`src/pifr_regs.vh`:
```
`ifndef PIFR_REGS_VH
`define PIFR_REGS_VH

// ****************************************************************
// Register indices (byte address is four times the index)
// ****************************************************************
`define PIFR_IDX_W           12
`define PIFR_IDX_PERIOD      12'he38
`define PIFR_IDX_GATE        12'he39
`define PIFR_IDX_CAPCOMP     12'he3a
`define PIFR_IDX_SYSTEM      12'he3b

// ****************************************************************
// Implemented bits of each register
// ****************************************************************
`define PIFR_MASK_PERIOD     8'h01
`define PIFR_MASK_GATE       8'h0f
`define PIFR_MASK_CAPCOMP    8'h1f
`define PIFR_MASK_SYSTEM     8'he1

// ****************************************************************
// Reset values
// ****************************************************************
`define PIFR_RST_PERIOD      8'h00
`define PIFR_RST_GATE        8'h00
`define PIFR_RST_CAPCOMP     8'h00
`define PIFR_RST_SYSTEM      8'h00

// ****************************************************************
// Field positions
// ****************************************************************
`define PIFR_TMR1_PERIOD_BIT 0
`define PIFR_GATE_TMR1_BIT   0
`define PIFR_GATE_TMR3_BIT   1
`define PIFR_GATE_TMR5_BIT   2
`define PIFR_GATE_TMR7_BIT   3
`define PIFR_SYS_WAVE_BIT    0
`define PIFR_SYS_NVM_BIT     5
`define PIFR_SYS_CHECK_BIT   6
`define PIFR_SYS_SCAN_BIT    7

// ****************************************************************
// Capture/compare unit modes
// ****************************************************************
`define PIFR_MODE_OFF        2'h0
`define PIFR_MODE_CAPTURE    2'h1
`define PIFR_MODE_COMPARE    2'h2
`define PIFR_MODE_PWM        2'h3

// ****************************************************************
// Bus responses
// ****************************************************************
`define PIFR_RESP_OKAY       2'h0
`define PIFR_RESP_SLVERR     2'h2

`endif

```
`src/pifr_flags.v`:
```
`timescale 1ns/10ps
`default_nettype none
`include "pifr_regs.vh"

// ****************************************************************
// One bank of sticky flags
// ****************************************************************
module pifr_sticky_bank
#(
  parameter [7:0] MASK      = 8'hff,
  parameter [7:0] RESET_VAL = 8'h00
)
(
  // Clock and reset
  input  wire       clk,
  input  wire       reset,
  // Hardware set side
  input  wire [7:0] set_pulse,
  // Software write side
  input  wire       wr_en,
  input  wire [7:0] wr_data,
  // Flag state
  output reg  [7:0] flags_reg
);

  reg [7:0] flags_next;

  // Set wins over a write of 0 in the same cycle
  always @*
  begin
    if (wr_en)
    begin
      flags_next = (set_pulse | wr_data) & MASK;
    end
    else
    begin
      flags_next = (set_pulse | flags_reg) & MASK;
    end
  end

  always @(posedge clk or posedge reset)
  begin
    if (reset)
    begin
      flags_reg <= RESET_VAL;
    end
    else
    begin
      flags_reg <= flags_next;
    end
  end

endmodule

module pifr_flags
#(
  parameter TIMER_W = 16
)
(
  // Clock and reset
  input  wire                 CLK,
  input  wire                 RESET,
  // AXI4-Lite write address
  input  wire [15:0]          S_AXI_AWADDR,
  input  wire [2:0]           S_AXI_AWPROT,
  input  wire                 S_AXI_AWVALID,
  output wire                 S_AXI_AWREADY,
  // AXI4-Lite write data
  input  wire [31:0]          S_AXI_WDATA,
  input  wire [3:0]           S_AXI_WSTRB,
  input  wire                 S_AXI_WVALID,
  output wire                 S_AXI_WREADY,
  // AXI4-Lite write response
  output reg  [1:0]           S_AXI_BRESP,
  output reg                  S_AXI_BVALID,
  input  wire                 S_AXI_BREADY,
  // AXI4-Lite read address
  input  wire [15:0]          S_AXI_ARADDR,
  input  wire [2:0]           S_AXI_ARPROT,
  input  wire                 S_AXI_ARVALID,
  output wire                 S_AXI_ARREADY,
  // AXI4-Lite read data
  output reg  [31:0]          S_AXI_RDATA,
  output reg  [1:0]           S_AXI_RRESP,
  output reg                  S_AXI_RVALID,
  input  wire                 S_AXI_RREADY,
  // Timer 1 period match
  input  wire [TIMER_W-1:0]   TIMER1_COUNT,
  input  wire [TIMER_W-1:0]   TIMER1_PERIOD_VALUE,
  // Timer gate events, bit 0..3 = timer 1,3,5,7
  input  wire [3:0]           GATE_EVENT,
  // Capture/compare units 1..5
  input  wire [9:0]           CAPCOMP_MODE,
  input  wire [4:0]           CAPTURE_EVENT,
  input  wire [4:0]           COMPARE_MATCH_EVENT,
  // System module events
  input  wire                 SCANNER_EVENT,
  input  wire                 CHECKSUM_EVENT,
  input  wire                 NVM_EVENT,
  input  wire                 WAVEFORM_EVENT,
  // Flag outputs
  output wire                 TIMER1_PERIOD_MATCH_FLAG,
  output wire                 TIMER1_GATE_FLAG,
  output wire                 TIMER3_GATE_FLAG,
  output wire                 TIMER5_GATE_FLAG,
  output wire                 TIMER7_GATE_FLAG,
  output wire [4:0]           CAPCOMP_FLAG,
  output wire                 MEMORY_SCANNER_FLAG,
  output wire                 CHECKSUM_ENGINE_FLAG,
  output wire                 NONVOLATILE_MEMORY_FLAG,
  output wire                 WAVEFORM_GENERATOR_FLAG
);

  // ****************************************************************
  // Declarations
  // ****************************************************************
  reg  [15:0] awaddr_reg;
  reg         aw_held_reg;
  reg  [7:0]  wdata_reg;
  reg         wstrb0_reg;
  reg         w_held_reg;
  wire        do_write;
  wire [11:0] wr_idx;
  wire        wr_hi_ok;
  wire        wr_hit_period;
  wire        wr_hit_gate;
  wire        wr_hit_capcomp;
  wire        wr_hit_system;
  wire        wr_hit;
  wire        wr_byte;
  wire [11:0] rd_idx;
  wire        rd_hi_ok;
  reg  [7:0]  rd_byte;
  reg         rd_hit;
  wire [7:0]  period_set;
  wire [7:0]  gate_set;
  wire [7:0]  capcomp_set;
  wire [7:0]  system_set;
  wire [4:0]  capcomp_event;
  wire [7:0]  period_flags;
  wire [7:0]  gate_flags;
  wire [7:0]  capcomp_flags;
  wire [7:0]  system_flags;

  // ****************************************************************
  // Write channel: address and data accepted in either order
  // ****************************************************************
  assign S_AXI_AWREADY = ~aw_held_reg;
  assign S_AXI_WREADY  = ~w_held_reg;
  assign do_write      = aw_held_reg & w_held_reg & ~S_AXI_BVALID;

  always @(posedge CLK or posedge RESET)
  begin
    if (RESET)
    begin
      awaddr_reg  <= 16'h0000;
      aw_held_reg <= 1'b0;
    end
    else if (S_AXI_AWVALID & ~aw_held_reg)
    begin
      awaddr_reg  <= S_AXI_AWADDR;
      aw_held_reg <= 1'b1;
    end
    else if (do_write)
    begin
      aw_held_reg <= 1'b0;
    end
  end

  always @(posedge CLK or posedge RESET)
  begin
    if (RESET)
    begin
      wdata_reg  <= 8'h00;
      wstrb0_reg <= 1'b0;
      w_held_reg <= 1'b0;
    end
    else if (S_AXI_WVALID & ~w_held_reg)
    begin
      wdata_reg  <= S_AXI_WDATA[7:0];
      wstrb0_reg <= S_AXI_WSTRB[0];
      w_held_reg <= 1'b1;
    end
    else if (do_write)
    begin
      w_held_reg <= 1'b0;
    end
  end

  // Register index is the word address
  assign wr_idx         = awaddr_reg[13:2];
  assign wr_hi_ok       = (awaddr_reg[15:14] == 2'h0);
  assign wr_hit_period  = wr_hi_ok & (wr_idx == `PIFR_IDX_PERIOD);
  assign wr_hit_gate    = wr_hi_ok & (wr_idx == `PIFR_IDX_GATE);
  assign wr_hit_capcomp = wr_hi_ok & (wr_idx == `PIFR_IDX_CAPCOMP);
  assign wr_hit_system  = wr_hi_ok & (wr_idx == `PIFR_IDX_SYSTEM);
  assign wr_hit         = wr_hit_period | wr_hit_gate | wr_hit_capcomp | wr_hit_system;
  assign wr_byte        = do_write & wstrb0_reg;

  always @(posedge CLK or posedge RESET)
  begin
    if (RESET)
    begin
      S_AXI_BVALID <= 1'b0;
      S_AXI_BRESP  <= `PIFR_RESP_OKAY;
    end
    else if (do_write)
    begin
      S_AXI_BVALID <= 1'b1;
      S_AXI_BRESP  <= wr_hit ? `PIFR_RESP_OKAY : `PIFR_RESP_SLVERR;
    end
    else if (S_AXI_BREADY)
    begin
      S_AXI_BVALID <= 1'b0;
    end
  end

  // ****************************************************************
  // Read channel: one-cycle answer
  // ****************************************************************
  assign S_AXI_ARREADY = ~S_AXI_RVALID;
  assign rd_idx        = S_AXI_ARADDR[13:2];
  assign rd_hi_ok      = (S_AXI_ARADDR[15:14] == 2'h0);

  always @*
  begin
    rd_byte = 8'h00;
    rd_hit  = rd_hi_ok;
    case (rd_idx)
      `PIFR_IDX_PERIOD:  rd_byte = period_flags;
      `PIFR_IDX_GATE:    rd_byte = gate_flags;
      `PIFR_IDX_CAPCOMP: rd_byte = capcomp_flags;
      `PIFR_IDX_SYSTEM:  rd_byte = system_flags;
      default:           rd_hit  = 1'b0;
    endcase
  end

  always @(posedge CLK or posedge RESET)
  begin
    if (RESET)
    begin
      S_AXI_RVALID <= 1'b0;
      S_AXI_RDATA  <= 32'h00000000;
      S_AXI_RRESP  <= `PIFR_RESP_OKAY;
    end
    else if (S_AXI_ARVALID & ~S_AXI_RVALID)
    begin
      S_AXI_RVALID <= 1'b1;
      S_AXI_RDATA  <= {24'h000000, (rd_hit ? rd_byte : 8'h00)};
      S_AXI_RRESP  <= rd_hit ? `PIFR_RESP_OKAY : `PIFR_RESP_SLVERR;
    end
    else if (S_AXI_RREADY)
    begin
      S_AXI_RVALID <= 1'b0;
    end
  end

  // ****************************************************************
  // Set sources
  // ****************************************************************
  assign period_set = {7'h00, (TIMER1_COUNT == TIMER1_PERIOD_VALUE)};
  assign gate_set   = {4'h0, GATE_EVENT};

  genvar u;
  generate
    for (u = 0; u < 5; u = u + 1)
    begin : g_unit
      wire [1:0] mode;
      assign mode = CAPCOMP_MODE[2*u+1:2*u];
      // PWM and off modes never raise the flag
      assign capcomp_event[u] =
        ((mode == `PIFR_MODE_CAPTURE) & CAPTURE_EVENT[u]) |
        ((mode == `PIFR_MODE_COMPARE) & COMPARE_MATCH_EVENT[u]);
    end
  endgenerate

  assign capcomp_set = {3'h0, capcomp_event};

  assign system_set = {SCANNER_EVENT, CHECKSUM_EVENT, NVM_EVENT, 4'h0,
                       WAVEFORM_EVENT};

  // ****************************************************************
  // Flag banks; only reset or a software write lowers a flag
  // ****************************************************************
  pifr_sticky_bank
  #(
    .MASK      (`PIFR_MASK_PERIOD),
    .RESET_VAL (`PIFR_RST_PERIOD)
  )
  u_period
  (
    .clk       (CLK),
    .reset     (RESET),
    .set_pulse (period_set),
    .wr_en     (wr_byte & wr_hit_period),
    .wr_data   (wdata_reg),
    .flags_reg (period_flags)
  );

  pifr_sticky_bank
  #(
    .MASK      (`PIFR_MASK_GATE),
    .RESET_VAL (`PIFR_RST_GATE)
  )
  u_gate
  (
    .clk       (CLK),
    .reset     (RESET),
    .set_pulse (gate_set),
    .wr_en     (wr_byte & wr_hit_gate),
    .wr_data   (wdata_reg),
    .flags_reg (gate_flags)
  );

  pifr_sticky_bank
  #(
    .MASK      (`PIFR_MASK_CAPCOMP),
    .RESET_VAL (`PIFR_RST_CAPCOMP)
  )
  u_capcomp
  (
    .clk       (CLK),
    .reset     (RESET),
    .set_pulse (capcomp_set),
    .wr_en     (wr_byte & wr_hit_capcomp),
    .wr_data   (wdata_reg),
    .flags_reg (capcomp_flags)
  );

  pifr_sticky_bank
  #(
    .MASK      (`PIFR_MASK_SYSTEM),
    .RESET_VAL (`PIFR_RST_SYSTEM)
  )
  u_system
  (
    .clk       (CLK),
    .reset     (RESET),
    .set_pulse (system_set),
    .wr_en     (wr_byte & wr_hit_system),
    .wr_data   (wdata_reg),
    .flags_reg (system_flags)
  );

  // ****************************************************************
  // Flag outputs
  // ****************************************************************
  assign TIMER1_PERIOD_MATCH_FLAG = period_flags[`PIFR_TMR1_PERIOD_BIT];
  assign TIMER1_GATE_FLAG         = gate_flags[`PIFR_GATE_TMR1_BIT];
  assign TIMER3_GATE_FLAG         = gate_flags[`PIFR_GATE_TMR3_BIT];
  assign TIMER5_GATE_FLAG         = gate_flags[`PIFR_GATE_TMR5_BIT];
  assign TIMER7_GATE_FLAG         = gate_flags[`PIFR_GATE_TMR7_BIT];
  assign CAPCOMP_FLAG             = capcomp_flags[4:0];
  assign MEMORY_SCANNER_FLAG      = system_flags[`PIFR_SYS_SCAN_BIT];
  assign CHECKSUM_ENGINE_FLAG     = system_flags[`PIFR_SYS_CHECK_BIT];
  assign NONVOLATILE_MEMORY_FLAG  = system_flags[`PIFR_SYS_NVM_BIT];
  assign WAVEFORM_GENERATOR_FLAG  = system_flags[`PIFR_SYS_WAVE_BIT];

endmodule

`default_nettype wire

```
`config.mk`:
```
export PLATFORM = sky130hd
export DESIGN_NAME = pifr_flags
export DESIGN_NICKNAME = d
export VERILOG_FILES = /design/src/pifr_flags.v
export VERILOG_INCLUDE_DIRS = /design/src /design/src/src
export SDC_FILE = /design/constraint.sdc
export NUM_CORES = 1
export LEC_CHECK = 0
export BUFFER_PORTS_ARGS = -buffer_cell sky130_fd_sc_hd__buf_2
export CAP_MARGIN = 10
export CORE_ASPECT_RATIO = 1.75
export CORE_MARGIN = 3
export CORE_UTILIZATION = 41
export DETAILED_ROUTE_END_ITERATION = 6
export HOLD_SLACK_MARGIN = 0.1
export PLACE_DENSITY = 0.81
export SYNTH_ARGS = -nofsm -noshare
export SYNTH_HDL_FRONTEND = slang
export SYNTH_SLANG_ARGS = --single-unit
```
`constraint.sdc`:
```
create_clock -name CLK -period 2.3 [get_ports CLK]
set_clock_uncertainty 0.2 [all_clocks]
set_input_delay 0.115 -clock CLK [delete_from_list [all_inputs] [get_ports CLK]]
set_output_delay 0.115 -clock CLK [all_outputs]
set_load 0.03 [all_outputs]
```
After elaboration in Yosys (flattened, before gate mapping):

Index checks and enable logic that the tools add are counted.

* register bits: 59
* input bits: 141
* output and inout bits: 55
* word-level logic and storage cells: 100

* equality and inequality tests: 19
* mux-type cells: 16
* bitwise gates (word level): 44
* reductions and logical operators: 7

Operators with widths (count)
* $eq 12x12->1 const B: 8
* $pmux 8 s4: 1
* $and 1x1->1: 24
* $eq 16x16->1: 1
* $mux 8: 2
* $or 8x8->8: 2
* $eq 2x1->1 const B: 5
* $eq 2x2->1 const B: 5
* $or 1x1->1: 10
* $or 5x5->5: 2
* $mux 1: 9
* $or 4x4->4: 2
* $reduce_bool 2->1: 4
* $mux 5: 1
* $logic_not 2->1: 2
* $mux 2: 2
* $mux 4: 1
* $not 1->1: 4
* $reduce_or 4->1: 1

Longest topological paths before layout:

* depth after elaboration: 6
* gate-level depth with buffers: 5
* gate-level depth less buffers: 4

Cells and area by module:

Synthesis repeated with hierarchy kept, for this count alone.

* cells, all modules: 265
* area total of the unflattened synthesis: 2944.1 µm²

Modules (own cells, without submodules)
* pifr_flags: times used 1, cells an instance 196, area each 2194.6 µm², sequential area each 925.9 µm²
* pifr_sticky_bank (u_gate ...): times used 2, cells an instance 18, area each 197.7 µm², sequential area each 100.1 µm²
* pifr_sticky_bank (u_capcomp): times used 1, cells an instance 21, area each 254.0 µm², sequential area each 125.1 µm²
* pifr_sticky_bank (u_period): times used 1, cells an instance 12, area each 100.1 µm², sequential area each 25.0 µm²

Worst setup path after synthesis:

No wires, ideal clock.

* kind: reg-to-reg
* start point: register awaddr_reg[14]
* end point: register u_capcomp.flags_reg[0]
* library setup time: 124 ps
* arrival time: 1709 ps
* required time: 1976 ps
* slack: 267 ps
* cell stages (with the launch flop): 6
* clock period less this slack: 2033 ps
* cells stage by stage: dfrtp_1 or4b_4 nor4_4 buf_6 a21boi_1 a211o_1

* longest elaborated chain between the ends: 4

Ends and longest elaborated chain
* start: declaration: RTL line pifr_flags.v:117 `reg [15:0] awaddr_reg;`
* start signal: assignment: RTL line pifr_flags.v:156 `awaddr_reg <= 16'h0000;`
* start signal: assignment: RTL line pifr_flags.v:161 `awaddr_reg <= S_AXI_AWADDR;`
* $logic_not 2->1: RTL line pifr_flags.v:192 `assign wr_hi_ok = (awaddr_reg[15:14] == 2'h0);`
* $and 1x1->1: RTL line pifr_flags.v:195 `` assign wr_hit_capcomp = wr_hi_ok & (wr_idx == `PIFR_IDX_CAPCOMP); ``
* $and 1x1->1: RTL line pifr_flags.v:325 `.wr_en (wr_byte & wr_hit_capcomp),`
* $mux 5: RTL line pifr_flags.v:31 `if (wr_en)`
* via u_capcomp.flags_next[0]: RTL line pifr_flags.v:26 `reg [7:0] flags_next;`
* end signal: assignment: RTL line pifr_flags.v:49 `flags_reg <= flags_next;`
* end: declaration: RTL line pifr_flags.v:23 `output reg [7:0] flags_reg`

The timed path passes the listed nets, and every way through them passes these cells.
A chain may end at the register's enable or synchronous reset.

Worst setup path after layout:

* start point: input COMPARE_MATCH_EVENT[2]
* end point: register u_capcomp.flags_reg[2]

* longest elaborated chain between the ends: 4
* elaborated cells between the ends (all ways): 5

Ends and longest elaborated chain
* start: declaration: RTL line pifr_flags.v:95 `input wire [4:0] COMPARE_MATCH_EVENT,`
* $and 1x1->1 *: RTL line pifr_flags.v:273 `` ((mode == `PIFR_MODE_COMPARE) & COMPARE_MATCH_EVENT[u]); ``
* $or 1x1->1 *: RTL line pifr_flags.v:272 `` ((mode == `PIFR_MODE_CAPTURE) & CAPTURE_EVENT[u]) | ``
* $or 5x5->5, on equally long branches: RTL line pifr_flags.v:37, pifr_flags.v:33
* $mux 5 *: RTL line pifr_flags.v:31
* via u_capcomp.flags_next[2]: RTL line pifr_flags.v:26

The timed path passes the listed nets; every way through them passes the cells marked *.

==> out/results.tsv <==
stage	metric	value	unit
global_route	total track usage	0.203	
logic_synthesis	Synth cell types	35	
timing	min cycle time layout	2.26	ns
floorplan	starting density of the core	0.426	
logic_synthesis	Synth Cell Area	0.00268	mm^2
global_route	largest net degree at the start of global routing	52	
logic_synthesis	Seq/Total Area, Yosys	0.477	
global_route	gr ovfl total	0	
power	switching power	935	uW
timing	fmax	442	MHz
logic_synthesis	Synth Area in Adders	0	
floorplan	Die Height	113	um
clocking	CTS tree	done	
worst_setup_path	Data arrival, critical path	2.26	ns
clocking	clock sinks	51	
worst_setup_path	r2r worst-path depth	5	
layout	multi-input logic area	0.00123	mm^2
power	P_int	1940	uW
min_path	Hold Crit Class	in2reg	
global_route	vias in the first global route	2657	
timing	Hold Worst Slack	0.0213	ns
power	Leak	0.00192	uW
power	Max VDD drop	0.000551	V
layout	max FFs per register	14	
worst_setup_path	CP bufs+invs	4	
timing	final-report max-slew violation count	0	
min_path	hold_sp	CAPCOMP_MODE[9]	
logic_synthesis	synth top area cells	dfrtp_1, mux2_2, buf_4	
layout	leading cell types in the layout, fill and taps excluded	buf_2, dfrtp_1, dlygate4sd3_1	
timing	setup violators final	0	
worst_setup_path	worst r2r src	awaddr_reg[14]$_DFFE_PP0P_	
worst_setup_path	WS Path Type	in2reg	
placement	port bufs	132	
timing	Worst slew margin	0.574	
worst_setup_path	crit-path max FO	1	
global_route	initial antenna violation count	0	
clocking	worst skew pair latency	0.30	ns
logic_synthesis	post-synthesis mux area share	0.101	
clocking	maximum clock path buffer count	2	
layout	diode count	0	
timing	Fin. Hold Viols	0	
worst_setup_path	slowest stage delay, CP	0.56	ns
power	clock network power share	0.216	
drt	Remaining DRCs	0	
placement	pre-CTS setup slack	0.219	ns
layout	# fillers	503	
layout	commonest non-fill, non-tap cell in the layout	buf_2	
drt	total number of vias	2485	
logic_synthesis	Syn Area/Cell	11.2	um^2
floorplan	Ports	196	
logic_synthesis	Synth Area in XOR/XNOR	0.0524	
timing	fin crit share	0.984	
timing	worst slew pin tran	0.639	ns
worst_setup_path	Slowest-stage cell, CP	dlygate4sd3_1	
worst_setup_path	crit end category	flop	
drt	Pre-antenna DRT Iters	4	
worst_setup_path	Worst path most repeated cell	dlygate4sd3_1	
logic_synthesis	Post-synth top flop	dfrtp_1	
logic_synthesis	Post-Synth Simple-Gate Area	0.137	
layout	post-layout net count	567	
drt	vias per std cell	4.90	
power	pwr dens	725	mW/mm^2
drt	post-route ant nets	0	
worst_setup_path	r2r setup slk	0.18	ns
layout	Reg area	0.00128	mm^2
drt	WL/cell	14.7	um
worst_setup_path	Worst Setup Start Kind	input pin	
min_path	WHS Path Cells	4	
timing	Fin Setup TNS	0	ns
power	sequential power share	0.461	
worst_setup_path	reg2reg end	u_gate.flags_reg[2]$_DFF_PP0_	
logic_synthesis	synthesis-stage register bit count	51	
logic_synthesis	fraction of registers with async set/reset	1.00	
worst_setup_path	crit-path cells	dlygate4sd3_1 > buf_2 > nand3b_1 > dlygate4sd3_1 > o21ai_0 > dlygate4sd3_1 > a211o_1	
placement	hpwl dp	5.30	mm
clocking	CTS root buffer	clkbuf_8	
outcome	status	finished, final reports clean	
clocking	H-Tree Depth	2	
clocking	CTS Buf Count	5	
min_path	Hold EP	u_capcomp.flags_reg[4]$_DFF_PP0_	
global_route	first-pass GRT wire length	11.8	mm
logic_synthesis	Ys Warns	0	
logic_synthesis	Syn Inst Count	239	
placement	gpl congestion	0.729	
floorplan	die area	0.00757	mm^2
logic_synthesis	compound-gate portion of the synthesized area	0.133	
logic_synthesis	top cell type's share of synthesized area	0.477	
layout	share of cells above drive strength 1	0.415	
floorplan	Core Area	0.00628	mm^2
timing	setup ws final	0.0362	ns
logic_synthesis	largest family of logic cells by synthesized area	simple AND/OR/NAND/NOR gates	
run	max-cap violations	0	
clocking	CTS clock-pin slew for the worst setup and hold paths	0.10	ns
logic_synthesis	Post-synth EDFFs	0	
drt	initial DRC count	74	
worst_setup_path	WP data required	2.29	ns
floorplan	row count	38	
drt	drt total wl	7.46	mm
worst_setup_path	Top delay family on crit path	buffers and inverters	
timing	RSZ-0062 raised after global routing	no	
layout	Layout area overhead	48.2	%
logic_synthesis	largest area contributor in the netlist	dfrtp_1	
clocking	post-CTS setup buffer count	0	
floorplan	die width	67.1	um
power	Gate power share	0.323	
power	switch share	0.325	
[worst min-delay path: stages]
cell     delay (ns)
buf_2          0.09
o21ai_0        0.08
a31oi_1        0.13
o21ai_1        0.07
[Yosys cell counts, types with 3 or more instances]
master,number
dfrtp_1,51
buf_4,26
mux2_2,24
o21ai_0,17
nand2_1,16
xor2_1,16
inv_1,11
a22o_1,9
nor2b_1,9
a211o_1,7
a21boi_0,5
a31oi_1,5
nand3b_1,5
clkbuf_1,4
nor4_1,4
a21boi_1,3
and2_2,3
nand3_1,3
nor4bb_1,3
[logic make-up (layout without fill, tap and decap cells)]
| kind of cell | Yosys count | after routing |
|---|---|---|
| AND/OR/NAND/NOR | 54 | 54 |
| AO/OA/AOI/OAI | 51 | 51 |
| flip-flops | 51 | 51 |
| buffers and inverters | 42 | 205 |
| multiplexers | 24 | 24 |
| XOR/XNOR | 16 | 16 |
| other | 1 | 26 |
[power by group through the flow]
| stage | logic [uW] | clock network (uW) | registers, uW |
|---|---|---|---|
| 2_1_floorplan | 618 | 0 | 1330 |
| 3_3_place_gp | 822 | 0 | 1330 |
| 3_5_place_dp | 852 | 0 | 1350 |
| 4_1_cts | 922 | 635 | 1330 |
| 5_1_grt | 1010 | 668 | 1360 |
| 6_report | 928 | 622 | 1320 |
[stage by stage]
stage | cells | utilization | power (uW) | instance area (um^2)
after floorplan | 264 | - | 1950 | 2770
after global placement | 449 | 0.534 | 2150 | 3350
after detailed placement | 449 | 0.534 | 2200 | 3350
after CTS | 509 | 0.635 | 2880 | 3980
after global routing | 507 | 0.632 | 3040 | 3960
final | 507 | 0.632 | 2870 | 3960
[final cells by class]
| cell class | instances | area share |
|---|---|---|
| Inverter | 11 | 0.0104 |
| Sequential cell | 51 | 0.322 |
| Clock buffer | 5 | 0.0174 |
| Clock inverter | 3 | 0.0110 |
| Timing Repair Buffer | 186 | 0.304 |
| Multi-Input combinational cell | 171 | 0.310 |
| Tap cell | 80 | 0.0253 |
[layer usage]
metal / up-vias / routed length [um] / global-route usage
met3: 36 / 556 / 0.0377
met4: 0 / 446 / 0.133
met2: 142 / 4140 / 0.380
li1: 1166 / - / -
met1: 1141 / 2320 / 0.188
met5: - / 0 / 0
[worst max-delay path by stage]
stage                     cells past startpoint                                to                  startpoint  slack [ns]
after detailed placement                      5     u_gate.flags_reg[2]$_DFF_PP0_  awaddr_reg[14]$_DFFE_PP0P_        0.22
final                                         7  u_capcomp.flags_reg[2]$_DFF_PP0_      COMPARE_MATCH_EVENT[2]        0.04
after global placement                        5     u_gate.flags_reg[1]$_DFF_PP0_  awaddr_reg[14]$_DFFE_PP0P_        0.26
after floorplan                               5  u_capcomp.flags_reg[0]$_DFF_PP0_  awaddr_reg[14]$_DFFE_PP0P_        0.27
after global routing                          7  u_capcomp.flags_reg[2]$_DFF_PP0_      COMPARE_MATCH_EVENT[2]        0.01
after CTS                                     8  u_capcomp.flags_reg[3]$_DFF_PP0_      COMPARE_MATCH_EVENT[3]        0.07
[repair_timing]
| item | CTS | global route |
|---|---|---|
| resized for setup | 0 | 2 |
| hold buffers | 52 | 1 |
| endpoints found under the setup margin | 0 | 3 |
| endpoints found under the hold margin | 96 | 1 |
No activity file was read; power rests on OpenSTA's default activity.
